--- src/design/ebp_defs.vh ---
// Constants for the enhanced bridge PWM output stage.
// Assumes a 32-bit APB slave and a 25 MHz oscillator clock.
`ifndef EBP_DEFS_VH
`define EBP_DEFS_VH

// Register byte offsets
`define EBP_OFS_CTRL      8'h00
`define EBP_OFS_DUTY      8'h04
`define EBP_OFS_DBAND     8'h08
`define EBP_OFS_PERIOD    8'h0C
`define EBP_OFS_TMRCFG    8'h10
`define EBP_OFS_STATUS    8'h14

// Control register fields
`define EBP_OCFG_HI       7
`define EBP_OCFG_LO       6
`define EBP_DFRAC_HI      5
`define EBP_DFRAC_LO      4
`define EBP_MODE_HI       3
`define EBP_MODE_LO       0
`define EBP_POL_AC        1
`define EBP_POL_BD        0

// Timer configuration fields
`define EBP_CFG_PRE_HI    1
`define EBP_CFG_PRE_LO    0
`define EBP_CFG_TMR_ON    2
`define EBP_CFG_PPORT     3

// Status fields
`define EBP_STAT_RUN      8

// Reset values
`define EBP_RST_CTRL      8'h00
`define EBP_RST_DUTY      8'h00
`define EBP_RST_DBAND     8'h00
`define EBP_RST_PERIOD    8'hFF
`define EBP_RST_TMRCFG    4'h0

// Mode and configuration codes
`define EBP_MODE_PWM      2'b11
`define EBP_OCFG_SINGLE   2'b00
`define EBP_OCFG_FWD      2'b01
`define EBP_OCFG_HALF     2'b10
`define EBP_OCFG_REV      2'b11
`define EBP_PRE_1         2'b00
`define EBP_PRE_4         2'b01

// Timing: one instruction cycle is four oscillator periods
`define EBP_TOSC_PS       40000
`define EBP_CLK_PS        40000
`define EBP_INST_TOSC     4
`define EBP_INST_CYC      ((`EBP_INST_TOSC * `EBP_TOSC_PS) / `EBP_CLK_PS)

`endif

--- src/design/ebp_presc.v ---
// Prescaler for the period timer of the enhanced PWM stage.
// Assumes one clock; produces one-cycle enable pulses, or a steady enable at prescale 1.
`timescale 1ns/1ps
`default_nettype none
`include "ebp_defs.vh"

module ebp_presc (
	input  wire       ref_clk_i,
	input  wire       rst_b_i,
	input  wire       run_i,
	input  wire [1:0] pre_sel_i,
	output wire       fine_tick_o
);

	reg [3:0] cnt_q;

	always @(posedge ref_clk_i or negedge rst_b_i) begin
		if (!rst_b_i) begin
			cnt_q <= 4'h0;
		end else if (!run_i) begin
			cnt_q <= 4'h0;
		end else begin
			cnt_q <= cnt_q + 4'h1;
		end
	end

	// Prescale 1, 4 or 16 oscillator periods per fine step
	assign fine_tick_o = run_i & ((pre_sel_i == `EBP_PRE_1) ? 1'b1 :
		(pre_sel_i == `EBP_PRE_4) ? (cnt_q[1:0] == 2'b11) : (cnt_q == 4'hF));

endmodule // ebp_presc
`default_nettype wire

--- src/design/ebp_dband.v ---
// Dead-band delay on the turn-on edge of one bridge leg.
// Assumes the delay value is stable while the input is high.
`timescale 1ns/1ps
`default_nettype none
`include "ebp_defs.vh"

module ebp_dband #(
	parameter DLY_W = 7
) (
	input  wire             ref_clk_i,
	input  wire             rst_b_i,
	input  wire [DLY_W-1:0] delay_i,
	input  wire             in_i,
	output reg              out_o
);

	reg  [DLY_W+1:0] cnt_q;
	wire [DLY_W+1:0] target;
	wire [31:0]      target_full;

	// Delay counted in oscillator periods, four per step
	assign target_full = delay_i * `EBP_INST_CYC;
	assign target      = target_full[DLY_W+1:0];

	always @(posedge ref_clk_i or negedge rst_b_i) begin
		if (!rst_b_i) begin
			cnt_q <= {(DLY_W+2){1'b0}};
			out_o <= 1'b0;
		end else if (!in_i) begin
			// Turn-off is never delayed
			cnt_q <= {(DLY_W+2){1'b0}};
			out_o <= 1'b0;
		end else if (cnt_q >= target) begin
			out_o <= 1'b1;
		end else begin
			cnt_q <= cnt_q + {{(DLY_W+1){1'b0}}, 1'b1};
		end
	end

endmodule // ebp_dband
`default_nettype wire

--- src/design/ebp_pwm.v ---
// Enhanced bridge PWM output stage with APB register access.
// Assumes APB master on ref_clk_i; pins are owned only when pwm_own_*_o is high.
//
// Functional notes
// Non-PWM modes: output A is the capture/compare pin; B, C, D are port pins.
// PWM mode with config 00: only A modulated; B, C, D are port pins.
// Config 01 forward: D modulated, A active, B and C inactive.
// Config 10 half-bridge: A and B complementary with dead band; C, D port pins.
// Config 11 reverse: B modulated, C active, A and D inactive.
// Duty is 10 bits: fraction field low two bits, duty-high byte high eight.
// Four outputs A to D; config and mode bits set mapping and polarity.
// Control settings double-buffered, copied to active set at period boundary.
// Dead-band register loaded at duty boundary or period boundary.
// Output starts only after the period timer resets.
// Software sets port pin directions to output; module does not.
// Parallel port enable suppressed while two or four output PWM runs.
// Period is four oscillator periods times period plus one times prescale.
// Duty time is oscillator period times 10-bit duty times prescale.
// Dead band is four oscillator periods times the 7-bit delay value.
// Half-bridge B complements A; turn-on edges delayed, never both active.
// Active at period start, inactive at duty match; polarity applied last.
//
// The register addresses and register access over APB were chosen for this implementation.
`timescale 1ns/1ps
`default_nettype none
`include "ebp_defs.vh"

module ebp_pwm #(
	parameter DLY_W = 7
) (
	input  wire        ref_clk_i,
	input  wire        rst_b_i,
	input  wire        psel,
	input  wire        penable,
	input  wire        pwrite,
	input  wire [7:0]  paddr,
	input  wire [31:0] pwdata,
	output reg  [31:0] prdata,
	output wire        pready,
	output wire        pslverr,
	output reg         pwm_a_o,
	output reg         pwm_b_o,
	output reg         pwm_c_o,
	output reg         pwm_d_o,
	output reg         pwm_own_a_o,
	output reg         pwm_own_b_o,
	output reg         pwm_own_c_o,
	output reg         pwm_own_d_o,
	output reg         pport_en_o
);

	// Software-visible registers
	reg [7:0]       ctrl_q;
	reg [7:0]       duty_q;
	reg [DLY_W-1:0] dband_q;
	reg [7:0]       period_q;
	reg [3:0]       cfg_q;

	// Active copies used by the waveform logic
	reg [1:0]       ocfg_a_q;
	reg [3:0]       mode_a_q;
	reg [9:0]       duty_a_q;
	reg [DLY_W-1:0] dband_a_q;
	reg             run_q;

	// Period timer: eight-bit count plus two-bit fine step
	reg [7:0]       tmr_q;
	reg [1:0]       sub_q;

	wire        fine_tick;
	wire        tmr_on;
	wire        pwm_req;
	wire        period_hit;
	wire        duty_hit;
	wire [9:0]  fine_cnt;
	wire        mod_hi;
	wire        dbl_a;
	wire        dbl_b;
	wire        wr_en;
	wire        rd_setup;
	wire        addr_ok;
	// Control fields and derived values
	wire [1:0]  ctrl_ocfg;
	wire [1:0]  ctrl_dfrac;
	wire [3:0]  ctrl_mode;
	wire [9:0]  duty_next;
	wire [31:0] status_word;
	wire        dband_load;

	assign tmr_on   = cfg_q[`EBP_CFG_TMR_ON];
	assign pwm_req  = (ctrl_q[`EBP_MODE_HI:`EBP_MODE_HI-1] == `EBP_MODE_PWM);
	assign fine_cnt = {tmr_q, sub_q};

	// Control fields as the active copies take them
	assign ctrl_ocfg   = ctrl_q[`EBP_OCFG_HI:`EBP_OCFG_LO];
	assign ctrl_dfrac  = ctrl_q[`EBP_DFRAC_HI:`EBP_DFRAC_LO];
	assign ctrl_mode   = ctrl_q[`EBP_MODE_HI:`EBP_MODE_LO];
	assign duty_next   = {duty_q, ctrl_dfrac};
	assign status_word = {23'h00_0000, run_q, tmr_q};

	// Duty match only counts once PWM runs; the boundary always does
	assign dband_load  = period_hit | (run_q & duty_hit);

	// APB decode: zero wait states, unmapped addresses flagged
	assign addr_ok = (paddr == `EBP_OFS_CTRL) | (paddr == `EBP_OFS_DUTY) |
		(paddr == `EBP_OFS_DBAND) | (paddr == `EBP_OFS_PERIOD) |
		(paddr == `EBP_OFS_TMRCFG) | (paddr == `EBP_OFS_STATUS);
	assign pready   = 1'b1;
	assign pslverr  = psel & penable & ~addr_ok;
	assign wr_en    = psel & penable & pwrite & addr_ok;
	assign rd_setup = psel & ~penable & ~pwrite;

	always @(posedge ref_clk_i or negedge rst_b_i) begin
		if (!rst_b_i) begin
			ctrl_q   <= `EBP_RST_CTRL;
			duty_q   <= `EBP_RST_DUTY;
			dband_q  <= {DLY_W{1'b0}};
			period_q <= `EBP_RST_PERIOD;
			cfg_q    <= `EBP_RST_TMRCFG;
		end else if (wr_en) begin
			// Status is read-only: a write there is dropped without error
			if (paddr == `EBP_OFS_CTRL) begin
				ctrl_q <= pwdata[7:0];
			end else if (paddr == `EBP_OFS_DUTY) begin
				duty_q <= pwdata[7:0];
			end else if (paddr == `EBP_OFS_DBAND) begin
				dband_q <= pwdata[DLY_W-1:0];
			end else if (paddr == `EBP_OFS_PERIOD) begin
				period_q <= pwdata[7:0];
			end else if (paddr == `EBP_OFS_TMRCFG) begin
				cfg_q <= pwdata[3:0];
			end
		end
	end

	// Read data captured in the setup cycle, valid through the access cycle
	always @(posedge ref_clk_i or negedge rst_b_i) begin
		if (!rst_b_i) begin
			prdata <= 32'h0000_0000;
		end else if (rd_setup) begin
			if (paddr == `EBP_OFS_CTRL) begin
				prdata <= {24'h00_0000, ctrl_q};
			end else if (paddr == `EBP_OFS_DUTY) begin
				prdata <= {24'h00_0000, duty_q};
			end else if (paddr == `EBP_OFS_DBAND) begin
				prdata <= {{(32-DLY_W){1'b0}}, dband_q};
			end else if (paddr == `EBP_OFS_PERIOD) begin
				prdata <= {24'h00_0000, period_q};
			end else if (paddr == `EBP_OFS_TMRCFG) begin
				prdata <= {28'h000_0000, cfg_q};
			end else if (paddr == `EBP_OFS_STATUS) begin
				// Live timer value: it moves between two reads
				prdata <= status_word;
			end else begin
				prdata <= 32'h0000_0000;
			end
		end
	end

	ebp_presc u_presc (
		.ref_clk_i   (ref_clk_i),
		.rst_b_i     (rst_b_i),
		.run_i       (tmr_on),
		.pre_sel_i   (cfg_q[`EBP_CFG_PRE_HI:`EBP_CFG_PRE_LO]),
		.fine_tick_o (fine_tick)
	);

	// Last fine step of the count equal to the period register
	assign period_hit = fine_tick & (tmr_q == period_q) & (sub_q == 2'b11);
	assign duty_hit   = fine_tick & (fine_cnt == duty_a_q);

	always @(posedge ref_clk_i or negedge rst_b_i) begin
		if (!rst_b_i) begin
			tmr_q <= 8'h00;
			sub_q <= 2'b00;
		end else if (!tmr_on) begin
			// Stopping clears the count, so a restart begins a fresh period
			tmr_q <= 8'h00;
			sub_q <= 2'b00;
		end else if (period_hit) begin
			tmr_q <= 8'h00;
			sub_q <= 2'b00;
		end else if (fine_tick) begin
			sub_q <= sub_q + 2'b01;
			if (sub_q == 2'b11) begin
				tmr_q <= tmr_q + 8'h01;
			end
		end
	end

	// Leaving PWM takes effect at once; entering waits for a timer reset
	always @(posedge ref_clk_i or negedge rst_b_i) begin
		if (!rst_b_i) begin
			ocfg_a_q <= 2'b00;
			mode_a_q <= 4'h0;
			duty_a_q <= 10'h000;
			run_q    <= 1'b0;
		end else if (!pwm_req) begin
			ocfg_a_q <= ctrl_ocfg;
			mode_a_q <= ctrl_mode;
			run_q    <= 1'b0;
		end else if (period_hit) begin
			ocfg_a_q <= ctrl_ocfg;
			mode_a_q <= ctrl_mode;
			duty_a_q <= duty_next;
			run_q    <= 1'b1;
		end
	end

	always @(posedge ref_clk_i or negedge rst_b_i) begin
		if (!rst_b_i) begin
			dband_a_q <= {DLY_W{1'b0}};
		end else if (dband_load) begin
			dband_a_q <= dband_q;
		end
	end

	// Count below duty means the active part of the period
	assign mod_hi = run_q & (fine_cnt < duty_a_q);

	ebp_dband #(.DLY_W(DLY_W)) u_dband_a (
		.ref_clk_i (ref_clk_i),
		.rst_b_i   (rst_b_i),
		.delay_i   (dband_a_q),
		.in_i      (mod_hi),
		.out_o     (dbl_a)
	);

	ebp_dband #(.DLY_W(DLY_W)) u_dband_b (
		.ref_clk_i (ref_clk_i),
		.rst_b_i   (rst_b_i),
		.delay_i   (dband_a_q),
		.in_i      (run_q & ~mod_hi),
		.out_o     (dbl_b)
	);

	// Logical levels before polarity, and pin ownership
	reg [3:0] lvl;
	reg [3:0] own;

	always @* begin
		lvl = 4'h0;
		own = 4'h0;
		if (mode_a_q[3:2] != `EBP_MODE_PWM) begin
			// Capture and compare themselves live outside this stage
			own = {3'b000, mode_a_q != 4'h0};
		end else if (run_q) begin
			case (ocfg_a_q)
				`EBP_OCFG_SINGLE: begin
					lvl = {3'b000, mod_hi};
					own = 4'b0001;
				end
				`EBP_OCFG_FWD: begin
					lvl = {mod_hi, 2'b00, 1'b1};
					own = 4'b1111;
				end
				`EBP_OCFG_HALF: begin
					lvl = {2'b00, dbl_b, dbl_a};
					own = 4'b0011;
				end
				default: begin
					lvl = {1'b0, 1'b1, mod_hi, 1'b0};
					own = 4'b1111;
				end
			endcase
		end
	end

	// Pins are registered so mode changes cannot glitch them
	always @(posedge ref_clk_i or negedge rst_b_i) begin
		if (!rst_b_i) begin
			pwm_a_o     <= 1'b0;
			pwm_b_o     <= 1'b0;
			pwm_c_o     <= 1'b0;
			pwm_d_o     <= 1'b0;
			pwm_own_a_o <= 1'b0;
			pwm_own_b_o <= 1'b0;
			pwm_own_c_o <= 1'b0;
			pwm_own_d_o <= 1'b0;
			pport_en_o  <= 1'b0;
		end else begin
			if (run_q) begin
				pwm_a_o <= lvl[0] ^ mode_a_q[`EBP_POL_AC];
				pwm_b_o <= lvl[1] ^ mode_a_q[`EBP_POL_BD];
				pwm_c_o <= lvl[2] ^ mode_a_q[`EBP_POL_AC];
				pwm_d_o <= lvl[3] ^ mode_a_q[`EBP_POL_BD];
			end else begin
				pwm_a_o <= 1'b0;
				pwm_b_o <= 1'b0;
				pwm_c_o <= 1'b0;
				pwm_d_o <= 1'b0;
			end
			// Direction of owned pins remains software's job
			pwm_own_a_o <= own[0];
			pwm_own_b_o <= own[1];
			pwm_own_c_o <= own[2];
			pwm_own_d_o <= own[3];
			pport_en_o  <= cfg_q[`EBP_CFG_PPORT] &
				~(run_q & (ocfg_a_q != `EBP_OCFG_SINGLE));
		end
	end

endmodule // ebp_pwm
`default_nettype wire

--- config.mk ---
export PLATFORM = sky130hd
export DESIGN_NAME = ebp_pwm
export DESIGN_NICKNAME = d
export VERILOG_FILES = /design/src/design/ebp_presc.v /design/src/design/ebp_dband.v /design/src/design/ebp_pwm.v
export VERILOG_INCLUDE_DIRS = /design/src /design/src/design
export SDC_FILE = /design/constraint.sdc
export NUM_CORES = 1
export LEC_CHECK = 0
export BUFFER_PORTS_ARGS = -buffer_cell sky130_fd_sc_hd__buf_2
export CAP_MARGIN = 5
export CORE_ASPECT_RATIO = 1.25
export CORE_MARGIN = 10
export CORE_UTILIZATION = 30
export CTS_BUF_LIST = sky130_fd_sc_hd__clkbuf_8
export DETAILED_ROUTE_END_ITERATION = 8
export GPL_ROUTABILITY_DRIVEN = 0
export SYNTH_ARGS = -nofsm -noshare
export SYNTH_HDL_FRONTEND = slang
export SYNTH_HIERARCHICAL = 1
export SYNTH_SLANG_ARGS = --single-unit
export TNS_END_PERCENT = 30
--- constraint.sdc ---
create_clock -name ref_clk_i -period 3.25 [get_ports ref_clk_i]
set_input_delay 0.4875 -clock ref_clk_i [delete_from_list [all_inputs] [get_ports ref_clk_i]]
set_output_delay 0.4875 -clock ref_clk_i [all_outputs]
set_load 0.02 [all_outputs]
; Word-level counts from Yosys, hierarchy flattened
; Cells that the tools add are included.
[word_totals]
ff_bits = 134
in_bits = 45
out_inout_bits = 43
[classes]
reduce_logical = 12
eq_ne = 22
bitwise = 34
addsub = 5
mux = 40
n_lt_le_gt_ge = 3
[op_table]
columns = operator, n
row1 = $mux 9, 10
row2 = $mux 8, 4
row3 = $mux 4, 7
row4 = $add 9x1->9 const B, 2
row5 = $ge 9x9->1, 2
row6 = $eq 8x4->1 const B, 2
row7 = $eq 8x5->1 const B, 2
row8 = $and 1x1->1, 15
row9 = $mux 1, 12
row10 = $pmux 4 s3, 1
row11 = $eq 10x10->1, 1
row12 = $lt 10x10->1, 1
row13 = $mux 2, 5
row14 = $not 1->1, 9
row15 = $add 8x1->8 const B, 1
row16 = $eq 2x2->1 const B, 4
row17 = $eq 8x3->1 const B, 1
row18 = $eq 8x8->1, 1
row19 = $logic_not 8->1, 1
row20 = $ne 2x2->1 const B, 4
row21 = $pmux 4 s2, 1
row22 = $ne 3x1->1 const B, 2
row23 = $or 1x1->1, 6
row24 = $reduce_and 2->1, 3
row25 = 13 further kinds, 19

; Longest topological paths before layout
; Gate-level depths: netlist (run 1).
[depth]
word_depth = 8
mapped_depth = 9
depth_no_buf = 9

; By module
; The synthesis (run 1) kept the hierarchy.
[by_module_without_submodules]
columns = module, cells_each, seq_area_each_um2, n_inst, area_each_um2
row1 = ebp_pwm, 424, 2162.1, 1, 4559.4
row2 = ebp_dband, 79, 250.2, 2, 721.9
row3 = ebp_presc, 17, 100.1, 1, 190.2

; Worst setup path after synthesis (run 1)
; OpenSTA, ideal clock, no wires.
[synth_timing]
kind = input to register
startpoint = input port paddr[7]
endpoint = register dband_q[0]
path_slack_ns = 0.840
required_time_ns = 3.125
n_path_buf = 3
setup_time_ns = 0.125
arrival_ns = 2.285
stages = 7
cell_sequence = or4_1 -> buf_2 -> or2_1 -> buf_2 -> or3_1 -> buf_4 -> mux2_4
[synth_between]
elab_chain_cells = 8
word_cells_on_any_way = 15
[synth_lines]
columns = item, line
row1 = start: declaration, ebp_pwm.v:36  ; input wire [7:0] paddr,
row2 = $eq 8x3->1 (no source line) / $logic_not 8->1 (equally long branches), --
row3 = $or 1x1->1 (5 in a row), ebp_pwm.v:105  ; assign addr_ok = (paddr == `EBP_OFS_CTRL) | (paddr == `EBP_OFS_DUTY) |
row4 = $and 1x1->1, ebp_pwm.v:110  ; assign wr_en = psel & penable & pwrite & addr_ok;
row5 = $reduce_and 4->1 (no source line) (*), --
row6 = end signal: assignment, ebp_pwm.v:117  ; dband_q <= {DLY_W{1'b0}};
row7 = end signal: assignment, ebp_pwm.v:127  ; dband_q <= pwdata[DLY_W-1:0];
row8 = end: declaration, ebp_pwm.v:55  ; reg [DLY_W-1:0] dband_q;
; Every way passes the cells marked *; elsewhere a longest branch is shown, timed or not.
; A chain may end at the register's enable or synchronous reset.

; Worst setup path after layout (run 1)
[layout_timing]
startpoint = register u_presc.cnt_q[0]
endpoint = register duty_a_q[8]
[layout_between]
elab_chain_cells = 7
word_cells_on_any_way = 8
[layout_lines]
columns = item, line
row1 = start: declaration, ebp_presc.v:15  ; reg [3:0] cnt_q;
row2 = start signal: assignment, ebp_presc.v:23  ; cnt_q <= cnt_q + 4'h1;
row3 = $eq 4x4->1 / $eq 2x2->1 (equally long branches), ebp_presc.v:29  ; (pre_sel_i == `EBP_PRE_4) ? (cnt_q[1:0] == 2'b11) : (cnt_q == 4'hF));
row4 = $mux 1 (*), ebp_presc.v:29
row5 = $mux 1 (*), ebp_presc.v:28  ; assign fine_tick_o = run_i & ((pre_sel_i == `EBP_PRE_1) ? 1'b1 :
row6 = $and 1x1->1 (*), ebp_presc.v:28
row7 = named net fine_tick, ebp_pwm.v:70  ; wire fine_tick;
row8 = $and 1x1->1 (*) (2 in a row), ebp_pwm.v:169  ; assign period_hit = fine_tick & (tmr_q == period_q) & (sub_q == 2'b11);
row9 = $reduce_and 2->1 (no source line) (*), --
row10 = end signal: assignment, ebp_pwm.v:205  ; duty_a_q <= duty_next;
row11 = end: declaration, ebp_pwm.v:62  ; reg [9:0] duty_a_q;
; The timed path passes the listed nets; every way through them passes the cells marked *.

==> results of run 1 <==
## state kept, by name, summed over array words and instances, names as in the netlist, 2 cells and up
register         cells
cfg_q                4
ctrl_q               8
dband_a_q            7
dband_q              7
duty_a_q            10
duty_q               8
mode_a_q             4
ocfg_a_q             2
period_q             8
prdata               9
sub_q                2
tmr_q                8
u_dband_a/cnt_q      9
u_dband_b/cnt_q      9
u_presc/cnt_q        4
## placed cells by master (no fill, tap or decap), drive strengths merged, types with 13 or more instances in the layout
master	netlist	routed
dfrtp	102	102
nand2	55	55
mux2	54	54
buf	34	49
inv	37	38
ha	31	31
o21ai	29	29
nor2	25	25
a21oi	25	25
conb	2	24
nand2b	18	18
nand3	16	16
mux2i	14	14
nand4	13	13
## metal layers
metal	part of all wire (%)	wire length, um	GRT usage (%)	vias up
li1	-	-	-	2153
met1	40	5990	12.8	2139
met2	53	7870	20.0	90
met3	4.6	686	2.11	27
met4	2.2	334	4.65	2
met5	0.087	13	0	-
## worst max-delay path, stage by stage (launching register included)
cell and delay (ns):
dfrtp_1 0.39, ha_1 0.20, and3_1 0.16, o31a_1 0.29, nand2_1 0.24, nor2_1 0.30
nand3_1 0.19, nor2_2 0.28, buf_4 0.22, mux2_2 0.34
## power by group
group | switching (mW) | internal, mW
combinational | 0.138 | 0.0584
sequential | 0.0269 | 1.40
clock | 0.476 | 0.297
## final cells by class
class	count	area, sq um	area share, %
clock buffers	10	138	2.03
clock inverters	6	40.0	0.589
inverters	38	143	2.10
well taps	270	338	4.97
repair buffers	49	285	4.20
flip-flops and latches	110	2760	40.6
multi-input cells	430	3090	45.5
## cells by family after synthesis
group                      after synthesis  synth area share, %
xor gates and xnor gates                15                 2.12
AOI/OAI and AO/OA                      106                 11.6
muxes                                   68                 12.5
other                                    2                0.121
DFF                                    110                 44.6
buffers and inverters                   81                 6.83
adders and majority gates               31                 6.26
and+or+nand+nor                        186                 15.9
## worst max-delay path by stage
stage               depth (start not counted)                 endpoint
finish                                      9  duty_a_q[8]$_DFFE_PN0P_
detailed placement                          5   dband_q[2]$_DFFE_PN0P_
global route                                9  duty_a_q[8]$_DFFE_PN0P_
global placement                            5   dband_q[1]$_DFFE_PN0P_
CTS                                         9  duty_a_q[8]$_DFFE_PN0P_
floorplan                                   7   dband_q[0]$_DFFE_PN0P_
==> reports/results.tsv, run 1 <==
stage	metric	value	unit
drt	via_per_inst	4.83	
timing	final-setup-viol-count	0	
clocking	cts_tree	done	
power	peakVddDrop	163	uV
clocking	postCtsSetupBuffers	0	
clocking	root_buffer	clkbuf_8	
clocking	cts_num_sinks	110	
worst_setup_path	r2r_start	u_presc/cnt_q[0]$_DFF_PN0_	
placed_design	pre_cts_ws	0.477	ns
clocking	cts.htree.levels	3	
timing	slew_violations	0	
floorplan	die_w	149	um
final_layout	fillers	2064	
synth	synth_top_cell_area_share	41.2	%
synth	synth_cell_types	64	
synth	synthTopCellsByCount	dfrtp_1, nand2_1, mux2_2, inv_1, ha_1	
synth	synth-seq-cells	110	
drt	num_vias	4411	
synth	ys.warnings.count	6	
synth	synth_top_area_cell	dfrtp_1	
hold_path	hold_path.class	primary input to asynchronous set/reset pin	
placed_design	dp_cells	897	
worst_setup_path	rrSetupSlack	0.54	ns
grt	grt_pass1_vias	4359	
synth	synth_area_leaders	dfrtp_1, mux2_2, ha_1	
placed_design	portBuffers	39	
drt	postRouteAntennaNets	0	
grt	antenna_found_initial	1	
timing	min_period	2.71	ns
clocking	cts_buffers	9	
synth	seq_area_frac_synth	44.6	%
synth	synthFlopType	dfrtp_1	
synth	syn_avg_cell_area	10.3	sq um
drt	avgRoutedWirePerCell	16.3	um
worst_setup_path	cp_max_fo	8	
grt	grt_pass1_wl	24000	um
timing	setup_slack	0.543	ns
drt	wl	14900	um
synth	netlist_area	0.00619	sq mm
worst_setup_path	critPathCaptureType	register	
final_layout	area_delta_synth_final	9.74	%
worst_setup_path	worstSetupStartpoint	u_presc/cnt_q[0]$_DFF_PN0_	
final_layout	fin_util	33.6	%
floorplan	rows	58	
synth	yosysMostFrequentCell	dfrtp_1	
grt	grt_overflow	0	
timing	setup_tns	0	ns
floorplan	pin_count	88	
worst_setup_path	worstSetupStartpointType	register	
floorplan	start_util	30.6	%
worst_setup_path	arrival	2.99	ns
timing	fin_crit_sh	83.3	%
final_layout	final_nets	714	
timing	tightestPinTransition	0.696	ns
drt	drt_iter0_drc	302	
floorplan	dieArea	0.0268	sq mm
worst_setup_path	crit_type	register to register	
worst_setup_path	r2r-end	duty_a_q[8]$_DFFE_PN0P_	
final_layout	stdcell_area	0.00680	sq mm
clocking	path_clk_slew	0.10	ns
worst_setup_path	r2r.worst_path.cells	9	
synth	synth_edf_count	0	
placed_design	place_area	0.00662	sq mm
placed_design	dp_hpwl	11600	um
power	pwr_density_cell	352	mW/mm^2
power	power	2.39	mW
floorplan	core_area	0.0202	sq mm
final_layout	drive_gt1_share	22.1	%
run_status	outcome	finished clean	
synth	syn_inst	599	
job	maxCapViolCount	0	
grt	grt_max_degree	61	
drt	post-route-drc-count	0	
timing	relSlewSlack	53.6	%
worst_setup_path	crit_required	3.53	ns
timing	hold_slack	0.127	ns
timing	fmax	369	MHz
floorplan	die_y	181	um
clocking	clk_path_buf_depth	2	
timing	hold_viol	0	
synth	async_flop_share	100	%
power	leakage	3.25	nW
timing	fin_skew	0.0129	ns
timing	rsz0062_at_grt	false	
clocking	clkLatencyLatePin	0.39	ns
clocking	hold_buffers	0	
clocking	cts_resized	0	
drt	first_pass_iters	4	
grt	grt_use_total	11.3	%
final_layout	num_antenna_cells	0	
final_layout	stdcell_count	913	
Power figures use the tool's default switching activity.
==> inputs of run 2 (changes only) <==
- clock period: 3.25 -> 2.15 ns (I/O delays scaled with it)
==> run 2 against run 1 <==
Against the previous run: the flow now finishes with violations (setup timing); critical path depth unchanged; power rose by 66%; setup slack lost 0.56 ns; worst hold slack improved by 0.068 ns; core utilization is 3.6 points higher; clock power grew 90%; die area is the same; cell count grew 6.5%; register-to-register slack worse by 0.56 ns; non-clock buffer count increased by 59; combinational power increased by 73%; largest power group unchanged.
==> reports/results.tsv, run 2 (synthesis results as in run 1) <==
stage	metric	value	unit
drt	via_per_inst	4.77	
drt	wl	15700	um
floorplan	start_util	30.6	%
floorplan	dieArea	0.0268	sq mm
timing	hold_slack	0.194	ns
drt	postRouteAntennaNets	0	
floorplan	pin_count	88	
final_layout	final_common_cell	dfrtp_1	
final_layout	regMostFlops	duty_a_q	
power	leakage	3.64	nW
power	p_comb_share	8.6	%
floorplan	core_area	0.0202	sq mm
placed_design	place_area	0.00704	sq mm
hold_path	hold_path.class	primary input to register	
grt	grt_pass1_wl	24700	um
final_layout	num_antenna_cells	0	
worst_setup_path	worstSetupStartpointType	register	
final_layout	largest_reg_flops	10	
grt	use_met1	12.9	%
timing	slew_violations	0	
worst_setup_path	cp_max_fo	6	
clocking	cts_tree	done	
worst_setup_path	worstSetupStartpoint	tmr_q[3]$_DFFE_PN0P_	
timing	rsz0062_at_grt	true	
final_layout	stdcell_area	0.00753	sq mm
floorplan	rows	58	
clocking	cts.htree.levels	3	
worst_setup_path	slowest_delay	0.42	ns
run_status	violations	setup timing	
timing	final-setup-viol-count	1	
drt	first_pass_iters	4	
clocking	cts_buffers	9	
placed_design	portBuffers	39	
power	p_clk_share	37.1	%
power	power	3.96	mW
placed_design	dp_cells	947	
worst_setup_path	r2r_start	tmr_q[3]$_DFFE_PN0P_	
drt	post-route-drc-count	0	
final_layout	layout_common_cells	dfrtp_1, buf_4, nand2_1	
power	seq_power_share	54.3	%
power	sw_frac_of_total	25.4	%
timing	fin_crit_sh	101	%
clocking	root_buffer	clkbuf_8	
timing	fmax	462	MHz
timing	min_period	2.17	ns
timing	relSlewSlack	65.2	%
hold_path	hp-start	pwdata[7]	
worst_setup_path	slowest_stage	dfrtp_1	
timing	tightestPinTransition	0.521	ns
worst_setup_path	crit_type	register to register	
power	pwr_density_cell	526	mW/mm^2
grt	use_met2	20.9	%
timing	hold_viol	0	
worst_setup_path	crit_required	2.46	ns
clocking	path_clk_slew	0.11	ns
grt	grtUsageMet3	2.14	%
placed_design	dp_hpwl	12200	um
final_layout	drive_gt1_share	31.3	%
grt	grt-busiest-layer	met2	
timing	fin_skew	0.0136	ns
grt	grt_overflow	0	
final_layout	stdcell_count	972	
drt	avgRoutedWirePerCell	16.2	um
worst_setup_path	critPathCaptureType	register	
drt	num_vias	4635	
grt	grt_max_degree	65	
clocking	cts_num_sinks	110	
floorplan	die_w	149	um
grt	antenna_found_initial	0	
job	maxCapViolCount	0	
timing	setup_slack	-0.0168	ns
final_layout	final_nets	773	
final_layout	area_delta_synth_final	21.6	%
grt	grt_pass1_vias	4606	
clocking	clkLatencyLatePin	0.40	ns
power	p_int	2.96	mW
run_status	outcome	finished, violations left	
floorplan	die_y	181	um
clocking	clk_path_buf_depth	2	
grt	grt_use_total	11.7	%
drt	drt_iter0_drc	223	
worst_setup_path	arrival	2.47	ns
worst_setup_path	critical_path.cell_chain	ha_4 -> nand4_1 -> a211o_1 -> o211ai_1 -> buf_4 -> nor2_4 -> buf_6 -> and2b_1 -> a31o_2	
power	p_sw	1.01	mW
power	peakVddDrop	244	uV
[run 2: cell types whose count changed in the layout (fill, tap and decap cells not counted), sizes merged]
cell / change
bufinv: +2
clkinvlp: -3
inv: +1
clkbuf: +1
buf: +58
dlygate4sd3: +1
clkinv: -1
[run 2: critical path: cells and delay by family, from the launching register on]
kind                       cells  cell delay [ns]
DFF                            1             0.42
adders and majority gates      1             0.28
buffers and inverters          2             0.35
AOI/OAI and AO/OA              3             0.65
and+or+nand+nor                3             0.36
[run 2: per-stage QoR]
stage	setup TNS [ns]	worst slack (ns)	utilization, %
final	-0.0168	-0.0168	37.2
after global routing	-0.818	-0.0930	37.2
after CTS	0	0.00204	36.3
after detailed placement	-1.18	-0.0866	34.8
after global placement	-0.721	-0.0454	34.8
after floorplan	-0.548	-0.0782	-
[run 2: what timing repair did]
action | CTS | global route
setup buffers | 2 | 7
hold buffers | 1 | 0
hold endpoints to repair | 102 | 0
endpoints found under the setup margin | 34 | 41
pin swaps | 6 | 14
resized for setup | 10 | 30
[run 2: final timing paths]
path | slack, ns | end | depth (start not counted)
min | 0.19 | ctrl_q[7]$_DFFE_PN0P_ | 2
min reg2reg | 0.48 | prdata[8]$_DFFE_PN0P_ | 2
max reg2reg | -0.02 | u_dband_a/cnt_q[4]$_DFFE_PN0P_ | 9
max in group asynchronous | 1.31 | period_q[7]$_DFFE_PN1P_ | 3
max | -0.02 | u_dband_a/cnt_q[4]$_DFFE_PN0P_ | 9
min in group asynchronous | 0.46 | pwm_b_o$_DFF_PN0_ | 3
[run 2: per-layer routing]
| metal | vias up | share of wire [%] |
|---|---|---|
| met5 | - | 0 |
| met4 | 0 | 2.9 |
| met3 | 22 | 3.7 |
| met2 | 64 | 53 |
| met1 | 2275 | 40 |
| li1 | 2274 | - |
[run 2: power by group through the flow]
stage	registers, mW	logic (mW)	clock network (mW)
6_report	2.15	0.340	1.47
5_1_grt	2.16	0.373	1.62
4_1_cts	2.15	0.335	1.53
3_5_place_dp	2.19	0.327	0
3_3_place_gp	2.19	0.326	0
2_1_floorplan	2.20	0.186	0
[run 2: final cells by class]
class	instances	area (sq um)
inverters	38	143
repair buffers	108	778
well taps	270	338
multi-input cells	430	3270
clock buffers	11	151
clock inverters	5	88.8
fillers	2035	12700
flip-flops and latches	110	2760
==> inputs of run 3 (changes only) <==
- ABC_AREA: default -> 1
==> run 3 against run 2 <==
Against the previous run: the run now ends clean; sequential power decreased by 3%; cell area decreased by 2.2%; cell count increased by 23%; highest routed layer unchanged; worst hold slack got worse by 0.014 ns; clock skew increased by 0.0010 ns; critical path type unchanged; critical endpoint is now duty_a_q[5]$_DFFE_PN0P_; clock power decreased by 18%.
==> reports/results.tsv, run 3 <==
stage	metric	value	unit
run_status	outcome	finished clean	
floorplan	rows	60	
synth	synthFlopType	dfrtp_1	
synth	synth_top_cell_area_share	39.2	%
worst_setup_path	r2r_start	u_presc/cnt_q[0]$_DFF_PN0_	
power	p_sw	0.878	mW
power	pwr_density_cell	474	mW/mm^2
synth	syn_inst	850	
hold_path	hp-start	pwdata[6]	
drt	via_per_inst	4.47	
floorplan	start_util	30.3	%
worst_setup_path	cp_max_fo	20	
power	p_int	2.61	mW
drt	num_vias	5342	
final_layout	num_antenna_cells	0	
grt	grt_overflow	0	
timing	fin_skew	0.0146	ns
clocking	clkLatencyLatePin	0.39	ns
final_layout	final_nets	988	
drt	top_layer_used	met4	
power	sw_frac_of_total	25.1	%
placed_design	dp_cells	1174	
floorplan	dieArea	0.0280	sq mm
grt	grt_max_degree	46	
final_layout	stdcell_count	1196	
drt	avgRoutedWirePerCell	13.2	um
floorplan	pin_count	88	
final_layout	final_common_cell	nand2_1	
worst_setup_path	rrSetupSlack	0.19	ns
floorplan	core_area	0.0215	sq mm
clocking	cts_num_sinks	110	
placed_design	pre_cts_ws	-0.114	ns
timing	relSlewSlack	57.7	%
synth	async_flop_share	100	%
worst_setup_path	critPathCaptureType	register	
timing	fmax	511	MHz
grt	grt_pass1_wl	26300	um
drt	dr_wl_met3	628	um
worst_setup_path	crit_type	register to register	
worst_setup_path	r2r.worst_path.cells	13	
floorplan	die_w	152	um
synth	synthTopCellsByCount	nand2_1, inv_1, dfrtp_1, nor2_1, nand3_1	
hold_path	min_path_cells	3	
final_layout	fillers	2300	
timing	slew_violations	0	
synth	synth-seq-cells	110	
power	p_comb_share	5.6	%
placed_design	dp_hpwl	12200	um
placed_design	portBuffers	39	
synth	seq_area_frac_synth	42.4	%
timing	final-setup-viol-count	0	
synth	synth_area_leaders	dfrtp_1, nand2_1, inv_1	
clocking	cts.htree.levels	3	
drt	first_pass_iters	4	
power	p_clk_share	34.5	%
drt	drt_iter0_drc	336	
job	maxCapViolCount	0	
timing	fin_crit_sh	91.0	%
final_layout	fin_util	34.3	%
clocking	root_buffer	clkbuf_8	
timing	setup_slack	0.194	ns
synth	ys.warnings.count	6	
synth	synth_top_area_cell	dfrtp_1	
worst_setup_path	r2r-end	duty_a_q[5]$_DFFE_PN0P_	
drt	post-route-drc-count	0	
synth	synth_cell_types	45	
clocking	cts_tree	done	
synth	yosysMostFrequentCell	nand2_1	
final_layout	drive_gt1_share	16.2	%
drt	wl	15700	um
drt	wl_met2	7950	um
drt	postRouteAntennaNets	0	
synth	synth_edf_count	0	
timing	hold_viol	0	
drt	met1_length	6920	um
hold_path	min_to	period_q[6]$_DFFE_PN1P_	
synth	netlist_area	0.00651	sq mm
power	leakage	3.80	nW
synth	syn_avg_cell_area	7.66	sq um
worst_setup_path	arrival	2.24	ns
power	seq_power_share	59.8	%
timing	tightestPinTransition	0.635	ns
grt	antenna_found_initial	0	
floorplan	die_y	185	um
timing	min_period	1.96	ns
final_layout	layout_common_cells	nand2_1, inv_1, dfrtp_1	
clocking	path_clk_slew	0.11	ns
grt	grt_pass1_vias	5260	
clocking	clk_path_buf_depth	2	
power	peakVddDrop	367	uV
worst_setup_path	crit_required	2.43	ns
grt	grt_use_total	11.2	%
timing	rsz0062_at_grt	false	
final_layout	area_delta_synth_final	13.0	%
final_layout	regMostFlops	duty_a_q	
final_layout	largest_reg_flops	10	
clocking	cts_buffers	9	
worst_setup_path	worstSetupStartpointType	register	
hold_path	hold_path.class	primary input to register	
[run 3: cell types whose count changed after synthesis, moves of 9 or more]
cell,change
inv_2,+9
o21ai_1,+31
and2_1,-9
mux2_2,-43
nand3_1,+35
nand2_2,+11
mux2i_1,-14
nand2b_1,-18
inv_1,+75
nor2_1,+46
nand2_1,+197
[run 3: worst max-delay path: stages (launching register included)]
cell     delay, ns
dfrtp_1       0.41
ha_2          0.20
o21ai_1       0.08
nor2_2        0.15
nand2_1       0.12
inv_2         0.08
o21ai_2       0.06
nor2_1        0.11
nand2_1       0.10
nor2_4        0.14
nand3_1       0.09
buf_6         0.17
nand2_1       0.06
o21ai_0       0.07
[run 3: kinds of logic (layout without fill, tap and decap cells)]
logic type | Yosys count | after routing | synth area share [%]
other | 2 | 24 | 0.115
AND/OR/NAND/NOR | 431 | 431 | 29.6
XOR/XNOR | 8 | 8 | 1.08
flip-flops | 110 | 110 | 42.4
multiplexers | 4 | 4 | 0.691
AO/OA/AOI/OAI | 102 | 102 | 8.68
buffers and inverters | 162 | 207 | 11.5
adder cells (fa/ha/maj) | 31 | 31 | 5.95
[run 3: worst max-delay path by stage]
stage                                    start                              to  slack (ns)  cells after the start
detailed placement     duty_a_q[9]$_DFFE_PN0P_     u_dband_a/out_o$_DFFE_PN0P_       -0.11                     10
finish              u_presc/cnt_q[0]$_DFF_PN0_         duty_a_q[5]$_DFFE_PN0P_        0.19                     13
global placement       duty_a_q[9]$_DFFE_PN0P_     u_dband_a/out_o$_DFFE_PN0P_       -0.13                     10
global route           duty_a_q[5]$_DFFE_PN0P_  u_dband_a/cnt_q[4]$_DFFE_PN0P_        0.03                     13
CTS                 u_presc/cnt_q[0]$_DFF_PN0_            tmr_q[5]$_DFFE_PN0P_        0.01                     13
floorplan                 tmr_q[7]$_DFFE_PN0P_  u_dband_a/cnt_q[8]$_DFFE_PN0P_        0.31                     10
[run 3: through the flow]
stage	power, mW	hold slack, ns	instance area [sq um]	TNS, ns
final	3.49	0.180	7360	0
after global routing	3.65	0.166	7360	0
after CTS	3.55	0.156	7270	0
after detailed placement	2.33	0.392	7070	-0.521
after global placement	2.32	0.387	7070	-0.630
after floorplan	2.25	0.0269	6600	0
[run 3: area by class of cell]
| class | count | area (sq um) | area share (%) |
|---|---|---|---|
| Sequential cell | 110 | 2760 | 37.5 |
| Tap cell | 279 | 349 | 4.74 |
| Clock inverter | 5 | 33.8 | 0.459 |
| Clock buffer | 11 | 151 | 2.06 |
| Timing Repair Buffer | 69 | 474 | 6.44 |
| Multi-Input combinational cell | 600 | 3130 | 42.6 |
| Inverter | 122 | 458 | 6.22 |
[run 3: routing by layer]
layer / track usage (%) / vias to the layer above
li1: - / 2759
met1: 12.9 / 2469
met2: 20.2 / 99
met3: 2.80 / 15
met4: 3.12 / 0
met5: 0 / -
[run 3: timing repair]
| item | 4_1_cts | 5_1_grt |
|---|---|---|
| pin swaps | 0 | 9 |
| hold buffers | 1 | 0 |
| buffers inserted | 0 | 5 |
| resized for setup | 2 | 17 |
| endpoints found under the hold margin | 34 | 0 |
| endpoints found under the setup margin | 12 | 44 |
[run 3: power by group through the flow]
| stage | Clock (mW) | Sequential [mW] | Combinational [mW] |
|---|---|---|---|
| finish | 1.21 | 2.09 | 0.196 |
| detailed placement | 0 | 2.13 | 0.197 |
| floorplan | 0 | 2.13 | 0.116 |
| global placement | 0 | 2.13 | 0.195 |
| CTS | 1.26 | 2.09 | 0.199 |
| global route | 1.34 | 2.09 | 0.220 |
